==> src/charge_ctrl_defs.vh <==
`ifndef CHARGE_CTRL_DEFS_VH
`define CHARGE_CTRL_DEFS_VH

// Register byte offsets
`define REG_CTRL 8'h00
`define REG_STATUS 8'h04
`define REG_IRQ_STATUS 8'h08
`define REG_IRQ_MASK 8'h0c

// Control register fields
`define CTRL_SOFT_SUSPEND 0
`define CTRL_RESET 1'b0

// Status register fields
`define STAT_STATE_LSB 0
`define STAT_FAULT_HELD 8
`define STAT_THERMAL 9
`define STAT_AC 10
`define STAT_USB 11
`define STAT_PIN_A 12
`define STAT_PIN_B 13
`define STAT_PIN_PG 14

// Interrupt bits
`define IRQ_FAULT 0
`define IRQ_DONE 1
`define IRQ_SLEEP 2
`define IRQ_THERMAL 3
`define IRQ_WIDTH 4
`define IRQ_MASK_RESET 4'h0

// Timing
`define CLK_PERIOD_NS 100
`define TICK_TIME_NS 1000000
`define TICK_CYCLES (`TICK_TIME_NS / `CLK_PERIOD_NS)
`define PRECHARGE_TIME_MS 1800000
`define FASTCHARGE_TIME_MS 18000000
`define TAPER_TIME_MS 1800000

`endif

==> src/li_ion_charge_control_fsm.v <==
`timescale 1ns/10ps
`include "charge_ctrl_defs.vh"

// How it works
// - Below precharge threshold, apply reduced current
// - Precharge timer expiry stops charge, reports fault
// - USB rate: low 100mA, high 500mA, float off
// - Regulation voltage reached enters tapering phase
// - Charge timer expiry before taper gives fault
// - Taper level starts taper timer; expiry terminates
// - Current back above taper resets taper timer
// - Below termination level terminates at once
// - After done, recharge below recharge threshold
// - Both inputs absent means sleep
// - Status pins encode precharge, fast, done, fault
// - Power good on with input, off asleep
// - Charge enable high disables, low power
// - Charge enable falling edge clears timers, fault
// - Over-temperature suspends until cooled about 15C
// - Fault above recharge waits, then restarts
// - Fault below recharge applies removal probe current
// - AC preferred; USB only without AC
module li_ion_charge_control_fsm #(
   parameter [31:0] TICK_CYCLES = `TICK_CYCLES,
   parameter [31:0] PRECHARGE_MS = `PRECHARGE_TIME_MS,
   parameter [31:0] FASTCHARGE_MS = `FASTCHARGE_TIME_MS,
   parameter [31:0] TAPER_MS = `TAPER_TIME_MS
)(
   input wire sys_clk,
   input wire srst,
   input wire [7:0] avs_address,
   input wire avs_read,
   input wire avs_write,
   input wire [31:0] avs_writedata,
   output reg [31:0] avs_readdata,
   output reg avs_waitrequest,
   output reg irq,
   input wire acPresent,
   input wire usbPresent,
   input wire usbRateSelectHigh,
   input wire usbRateSelectFloat,
   input wire chargeEnableN,
   input wire battBelowPrecharge,
   input wire battAtRegulation,
   input wire battBelowRecharge,
   input wire currentBelowTaper,
   input wire currentBelowTerm,
   input wire overTemp,
   input wire tempCooled,
   output reg chargeOn,
   output reg prechargeCurrent,
   output reg fullCurrent,
   output reg faultProbeOn,
   output reg sourceAc,
   output reg sourceUsb,
   output reg usbRate500,
   output reg lowPower,
   input wire statusOutAIn,
   output reg statusOutAOut,
   output reg statusOutAOeN,
   input wire statusOutBIn,
   output reg statusOutBOut,
   output reg statusOutBOeN,
   input wire powerGoodNIn,
   output reg powerGoodNOut,
   output reg powerGoodNOeN
);

   localparam [7:0] ST_SLEEP = 8'h01;
   localparam [7:0] ST_IDLE = 8'h02;
   localparam [7:0] ST_PRE = 8'h04;
   localparam [7:0] ST_FAST = 8'h08;
   localparam [7:0] ST_REG = 8'h10;
   localparam [7:0] ST_DONE = 8'h20;
   localparam [7:0] ST_FWAIT = 8'h40;
   localparam [7:0] ST_FPROBE = 8'h80;

   reg [7:0] state;
   reg [7:0] next_state;
   reg [7:0] startState;
   reg [7:0] faultState;
   reg ceNPrev;
   reg faultHeld;
   reg thermalSuspend;
   reg softSuspend;
   reg [31:0] tickCount;
   reg tick;
   reg [31:0] chargeTimer;
   reg [31:0] taperTimer;
   reg [`IRQ_WIDTH-1:0] irqStatus;
   reg [`IRQ_WIDTH-1:0] irqMask;
   reg [`IRQ_WIDTH-1:0] events;
   reg [31:0] regValue;
   reg accessDone;

   wire ceFall;
   wire suspend;
   wire sourceOk;
   wire charging;
   wire inFault;
   wire faultHeldEff;
   wire preExpired;
   wire chargeExpired;
   wire taperExpired;
   wire readClear;

   assign ceFall = ceNPrev & ~chargeEnableN;
   assign suspend = thermalSuspend | softSuspend;
   // USB counts only when its rate pin is not floating
   assign sourceOk = acPresent | (usbPresent & ~usbRateSelectFloat);
   assign charging = (state == ST_PRE) | (state == ST_FAST) | (state == ST_REG);
   assign inFault = (state == ST_FWAIT) | (state == ST_FPROBE);
   // Edge cancels a held fault in the same cycle it arrives
   assign faultHeldEff = faultHeld & ~ceFall;
   assign preExpired = chargeTimer >= PRECHARGE_MS;
   assign chargeExpired = chargeTimer >= FASTCHARGE_MS;
   assign taperExpired = taperTimer >= TAPER_MS;

   always @*
   begin
      startState = battBelowPrecharge ? ST_PRE : ST_FAST;
      faultState = battBelowRecharge ? ST_FPROBE : ST_FWAIT;
      next_state = state;
      if (!acPresent && !usbPresent)
      begin
         next_state = ST_SLEEP;
      end
      else if (chargeEnableN || !sourceOk)
      begin
         next_state = ST_IDLE;
      end
      else if (faultHeldEff && !inFault)
      begin
         next_state = faultState;
      end
      else
      begin
         case (state)
            ST_SLEEP, ST_IDLE:
            begin
               next_state = startState;
            end
            ST_PRE:
            begin
               if (!battBelowPrecharge)
                  next_state = ST_FAST;
               else if (preExpired)
                  next_state = faultState;
            end
            ST_FAST:
            begin
               if (currentBelowTerm)
                  next_state = ST_DONE;
               else if (chargeExpired)
                  next_state = faultState;
               else if (battAtRegulation)
                  next_state = ST_REG;
            end
            ST_REG:
            begin
               if (currentBelowTerm)
                  next_state = ST_DONE;
               else if (taperExpired)
                  next_state = ST_DONE;
               else if (chargeExpired && !currentBelowTaper && taperTimer == 32'h0)
                  next_state = faultState;
            end
            ST_DONE:
            begin
               if (battBelowRecharge)
                  next_state = startState;
            end
            ST_FWAIT:
            begin
               if (battBelowRecharge)
                  next_state = startState;
            end
            ST_FPROBE:
            begin
               if (!battBelowRecharge)
                  next_state = ST_FWAIT;
            end
            default:
            begin
               next_state = ST_SLEEP;
            end
         endcase
      end
   end

   always @(posedge sys_clk)
   begin
      if (srst)
      begin
         state <= ST_SLEEP;
         ceNPrev <= 1'b1;
         faultHeld <= 1'b0;
         thermalSuspend <= 1'b0;
      end
      else
      begin
         state <= next_state;
         ceNPrev <= chargeEnableN;
         if (!inFault && (next_state == ST_FWAIT || next_state == ST_FPROBE))
            faultHeld <= 1'b1;
         else if (ceFall || (state == ST_FWAIT && battBelowRecharge))
            faultHeld <= 1'b0;
         if (overTemp)
            thermalSuspend <= 1'b1;
         else if (tempCooled)
            thermalSuspend <= 1'b0;
      end
   end

   // Millisecond prescaler keeps the long timers within 32 bits
   always @(posedge sys_clk)
   begin
      if (srst)
      begin
         tickCount <= 32'h0;
         tick <= 1'b0;
      end
      else if (tickCount >= TICK_CYCLES - 32'h1)
      begin
         tickCount <= 32'h0;
         tick <= 1'b1;
      end
      else
      begin
         tickCount <= tickCount + 32'h1;
         tick <= 1'b0;
      end
   end

   // Timers pause while suspended so a hot cell is not faulted
   always @(posedge sys_clk)
   begin
      if (srst || ceFall)
      begin
         chargeTimer <= 32'h0;
         taperTimer <= 32'h0;
      end
      else
      begin
         if (!charging || (next_state != state && (next_state == ST_PRE || next_state == ST_FAST)))
            chargeTimer <= 32'h0;
         else if (tick && !suspend)
            chargeTimer <= chargeTimer + 32'h1;
         if (state != ST_REG || !currentBelowTaper)
            taperTimer <= 32'h0;
         else if (tick && !suspend)
            taperTimer <= taperTimer + 32'h1;
      end
   end

   always @(posedge sys_clk)
   begin
      if (srst)
      begin
         chargeOn <= 1'b0;
         prechargeCurrent <= 1'b0;
         fullCurrent <= 1'b0;
         faultProbeOn <= 1'b0;
         sourceAc <= 1'b0;
         sourceUsb <= 1'b0;
         usbRate500 <= 1'b0;
         lowPower <= 1'b1;
         statusOutAOut <= 1'b0;
         statusOutAOeN <= 1'b1;
         statusOutBOut <= 1'b0;
         statusOutBOeN <= 1'b1;
         powerGoodNOut <= 1'b0;
         powerGoodNOeN <= 1'b1;
      end
      else
      begin
         chargeOn <= charging & ~suspend;
         prechargeCurrent <= state == ST_PRE;
         fullCurrent <= (state == ST_FAST) | (state == ST_REG);
         faultProbeOn <= state == ST_FPROBE;
         sourceAc <= acPresent;
         sourceUsb <= ~acPresent & usbPresent & ~usbRateSelectFloat;
         usbRate500 <= usbRateSelectHigh & ~usbRateSelectFloat;
         lowPower <= (state == ST_SLEEP) | (state == ST_IDLE);
         statusOutAOut <= 1'b0;
         statusOutBOut <= 1'b0;
         powerGoodNOut <= 1'b0;
         statusOutAOeN <= ~charging;
         statusOutBOeN <= ~((state == ST_PRE) | (state == ST_DONE));
         powerGoodNOeN <= ~(acPresent | usbPresent) | (state == ST_SLEEP);
      end
   end

   always @*
   begin
      events = {`IRQ_WIDTH{1'b0}};
      events[`IRQ_FAULT] = ~inFault & ((next_state == ST_FWAIT) | (next_state == ST_FPROBE));
      events[`IRQ_DONE] = (state != ST_DONE) & (next_state == ST_DONE);
      events[`IRQ_SLEEP] = (state != ST_SLEEP) & (next_state == ST_SLEEP);
      events[`IRQ_THERMAL] = overTemp & ~thermalSuspend;
   end

   always @*
   begin
      regValue = 32'h0;
      case (avs_address)
         `REG_CTRL:
         begin
            regValue[`CTRL_SOFT_SUSPEND] = softSuspend;
         end
         `REG_STATUS:
         begin
            regValue[`STAT_STATE_LSB +: 8] = state;
            regValue[`STAT_FAULT_HELD] = faultHeld;
            regValue[`STAT_THERMAL] = thermalSuspend;
            regValue[`STAT_AC] = acPresent;
            regValue[`STAT_USB] = usbPresent;
            regValue[`STAT_PIN_A] = statusOutAIn;
            regValue[`STAT_PIN_B] = statusOutBIn;
            regValue[`STAT_PIN_PG] = powerGoodNIn;
         end
         `REG_IRQ_STATUS:
         begin
            regValue[`IRQ_WIDTH-1:0] = irqStatus;
         end
         `REG_IRQ_MASK:
         begin
            regValue[`IRQ_WIDTH-1:0] = irqMask;
         end
         default:
         begin
            regValue = 32'h0;
         end
      endcase
   end

   // Every access stalls one cycle; it completes on the edge with waitrequest low
   assign readClear = accessDone & avs_read & (avs_address == `REG_IRQ_STATUS);

   always @(posedge sys_clk)
   begin
      if (srst)
      begin
         avs_waitrequest <= 1'b1;
         avs_readdata <= 32'h0;
         accessDone <= 1'b0;
         softSuspend <= `CTRL_RESET;
         irqMask <= `IRQ_MASK_RESET;
         irqStatus <= {`IRQ_WIDTH{1'b0}};
         irq <= 1'b0;
      end
      else
      begin
         accessDone <= 1'b0;
         avs_waitrequest <= 1'b1;
         if ((avs_read || avs_write) && avs_waitrequest && !accessDone)
         begin
            avs_waitrequest <= 1'b0;
            accessDone <= 1'b1;
            avs_readdata <= avs_read ? regValue : 32'h0;
         end
         if (accessDone && avs_write && avs_address == `REG_CTRL)
            softSuspend <= avs_writedata[`CTRL_SOFT_SUSPEND];
         if (accessDone && avs_write && avs_address == `REG_IRQ_MASK)
            irqMask <= avs_writedata[`IRQ_WIDTH-1:0];
         // A new event wins over the read that clears
         irqStatus <= (readClear ? {`IRQ_WIDTH{1'b0}} : irqStatus) | events;
         irq <= |(irqStatus & irqMask);
      end
   end

endmodule

==> config.mk <==
export PLATFORM = sky130hd
export DESIGN_NAME = li_ion_charge_control_fsm
export DESIGN_NICKNAME = d
export VERILOG_FILES = /design/src/li_ion_charge_control_fsm.v
export VERILOG_INCLUDE_DIRS = /design/src
export SDC_FILE = /design/constraint.sdc
export NUM_CORES = 1
export LEC_CHECK = 0
export BUFFER_PORTS_ARGS = -buffer_cell sky130_fd_sc_hd__buf_4
export CAP_MARGIN = 25
export CORE_MARGIN = 2
export CORE_UTILIZATION = 57
export DETAILED_ROUTE_END_ITERATION = 8
export GPL_ROUTABILITY_DRIVEN = 0
export PLACE_DENSITY = 0.8
export RECOVER_POWER = 100
export SLEW_MARGIN = 20
export SYNTH_ARGS = -nofsm -noshare
export SYNTH_HDL_FRONTEND = slang
export SYNTH_SLANG_ARGS = --single-unit
export TNS_END_PERCENT = 50
==> constraint.sdc <==
create_clock -name sys_clk -period 2.8 [get_ports sys_clk]
set_input_delay 0.42 -clock sys_clk [delete_from_list [all_inputs] [get_ports sys_clk]]
set_output_delay 0.42 -clock sys_clk [all_outputs]
set_load 0.02 [all_outputs]
==> impl_results.md <==
* Crit end category: register
* Final HPWL DP at 10200 µm
* Initial drt markers at 408
* Fmax achieved at 0.356 GHz
* Reg2Reg Depth at 9
* Root Buffer: clkbuf_16
* Antenna-violating nets left at 0
* Fin util at 69.6%
* Startpoint types: register
* Hold WS at 0.187 ns
* Per-instance average area after synthesis at between 8 and 9 µm²
* Worst path arrival time at 3.17 ns
* WL/cell at 15.7 µm
* Highest-count cells in the layout ignoring fill and taps: 143 x dfxtp_1, 104 x nor2_1, 52 x nand2_1
* Max-slew violations at 36
* Post-synth EDFFs at 0
* Antenna cells at 0
* Row count at 39
* Max clock buf depth at 2
* WL final at between 15000 and 20000 µm
* Io pins at approximately 110
* Post-DP Area at 7300 µm²
* # setup viols final at 2
* Failing checks: max-capacitance violations, max-slew violations, negative setup slack
* Sink Count at about 150
* Sw Ratio at 23.7%
* Worst Hold Class: input pin to register
* Initial antenna violation count at 0
* Pin count of the biggest net entering global routing at 36
* Commonest non-fill, non-tap cell in the layout: dfxtp_1
* Port bufs at a little under 60
* Die X at 112 µm
* Clock transition at the registers of the reported paths at around 0.060 ns
* Min-delay src: usbRateSelectFloat
* Fillcell total at 863
* Clock network power share at 47.5%
* Final Hold Viols at 0
* First-pass GRT wire length at about 25000 µm
* Vias at 5730
* Distinct cells, synth at 71
* CP max FO at 6
* Mapped Cells at 747
* # hold bufs at CTS at 0
* Fin crit period at about 2.8 ns
* Worst Hold End: usbRate500
* Final Skew at around 0.0074 ns
* CTS tree: built
* Die Ht at 112 µm
* PwrDens at 565 nW/µm²
* Predominant post-synthesis flop cell: dfxtp_1
* Worst Hold Depth at 2
* H-tree level count at 4
* Routed vias/inst at between 5 and 6
* Post-route cell area at 7940 µm²
* Finished Layout Cells at 996
* DIE AREA at 12600 µm²
* Placed cell count at approximately 960
* Crit path from: state[3]
* Max IR drop VDD at ~0.00045 V
* Tcrit/Tclk final at 100%
* WS Path Type: register to register
* Starting density of the core at approximately three fifths
* Gate power share at 5.2%
* Final critical-path setup slack at -0.0109 ns
* Total internal power at 3.43 mW
* Core area at 11400 µm²
* R2R Setup Slk at -0.01 ns
* DR DRC count at 0
* Max-cap violation count at 1
* Worst Tran Pin Value at between 1.5 and 2 ns
* Synth async-reset ratio at 0%
* Post-layout nets at 904
* Tot GR Track Use at 24.3%
* Remaining Overflow, GRT at 0
* Ratio of cells with drive above 1 in the final layout at approximately 17%
* Num CTS Buffers at 17
* Area Growth Syn to Fin at 19.4%
* Switching power at 1.06 mW
* R2r endpoint: chargeTimer[6]
* Seq pwr share at a little under half
* Reg-to-reg startpoint: state[3]
* TritonRoute pass-1 iters at 5
* Worst-Skew Late Latency at between 0.4 and 0.5 ns
* Design Power at 4.49 mW
* Synth Register Bits at approximately 150
* Synthesis Warnings at 0
* Vias in the first global route at 5468
* Seq/Total Area, Yosys at 43.9%
* Required @ worst endpoint at approximately 3.2 ns
* Outcome: finished with violations
* RSZ-0062 raised after global routing: yes
* Lkg Pwr at 2.94 nW
* Normalized max-slew margin at -1.56%
* Cell Area, Synth at 6650 µm²
## routing by layer
metal  GRT usage [%]  part of all wire (%)
met1            29.3                    41
met2            41.9                    49
met3            6.05                   6.4
met4            9.84                   3.3
met5               0                     0
## power by group through the flow
stage          clock network (mW)  logic (mW)  registers (mW)
2_1_floorplan                   0       0.155            2.17
3_3_place_gp                    0       0.216            2.17
3_5_place_dp                    0       0.222            2.17
4_1_cts                      2.16       0.225            2.12
5_1_grt                      2.25       0.250            2.13
6_report                     2.13       0.232            2.12
## worst max path at each step
stage	cells past startpoint	slack (ns)	to
floorplan	10	0.27	chargeTimer[10]
detailed placement	9	-0.004	chargeTimer[2]
global placement	9	0.09	chargeTimer[18]
finish	9	-0.01	chargeTimer[6]
CTS	9	0.02	chargeTimer[2]
global route	9	-0.08	chargeTimer[1]
## area by class of cell
| class | count | area, µm² | area share, % |
|---|---|---|---|
| timing repair buffer | 86 | 597 | 7.51 |
| sequential | 146 | 2930 | 36.9 |
| multi-input combinational | 570 | 3610 | 45.4 |
| inverter | 19 | 71.3 | 0.898 |
| clock buffer | 19 | 433 | 5.45 |
| clock inverter | 13 | 128 | 1.61 |
| tap | 143 | 179 | 2.25 |
## cells by family after synthesis
kind of cell	after synthesis	share of synthesized area, %
AO/OA/AOI/OAI	116	13.2
XOR/XNOR	77	10.1
adder cells (fa/ha/maj)	5	0.940
buffers and inverters	68	5.27
flip-flops	146	43.9
multiplexers	9	1.60
other	1	0.0564
AND/OR/NAND/NOR	325	24.9
## cells in the mapped netlist, drive strengths merged, types with 3 or more instances
cell,instances,area share (%)
xnor2,26,3.4
nand3,33,2.5
o21ai,14,1.1
or2,5,0.47
nand2b,5,0.47
nand2,53,3.0
a22o,11,1.4
dfxtp,146,44
a21oi,43,4.4
or4,10,1.1
ha,5,0.94
mux2,3,0.51
a31oi,6,0.56
and2,4,0.38
nor3b,3,0.41
buf,27,3.0
o2111ai,3,0.39
nor4,16,1.8
or3,13,1.2
o211ai,7,1.1
a211oi,5,0.64
nor2,105,5.9
xor2,51,6.7
nor2b,11,1.0
inv,19,1.1
nand4,24,2.3
and3,18,1.7
nor4b,5,0.66
nor3,13,1.1
a22oi,5,0.56
mux2i,5,0.75
clkbuf,22,1.2
o21a,4,0.47
## stage by stage
stage | setup TNS, ns | setup slack (ns)
CTS | 0 | 0.0239
floorplan | 0 | 0.266
global route | -1.81 | -0.0825
finish | -0.0128 | -0.0109
detailed placement | -0.00360 | -0.00360
global placement | 0 | 0.0891
## critical path, cell delays in order, from the launching register on
cell and delay [ns]:
dfxtp_1 0.31, or4_1 0.55, or4_1 0.53, o211ai_2 0.14, nand2_2 0.17, a221oi_2 0.38
a21o_2 0.17, o211ai_4 0.15, clkbuf_16 0.21, a21oi_2 0.12
## flip-flops by register name, indices dropped and copies added, names as in the netlist, 4 cells and up
register      count
avs_readdata     15
irqMask           4
taperTimer       32
irqStatus         4
state             8
tickCount        32
chargeTimer      32
## what timing repair did
action / CTS / global route
pin swaps: 0 / 32
gates cloned: 0 / 3
buffers inserted: 0 / 6
resized for setup: 1 / 20
setup endpoints to repair: 4 / 24
Note: power is estimated with default switching activity, not from simulation.
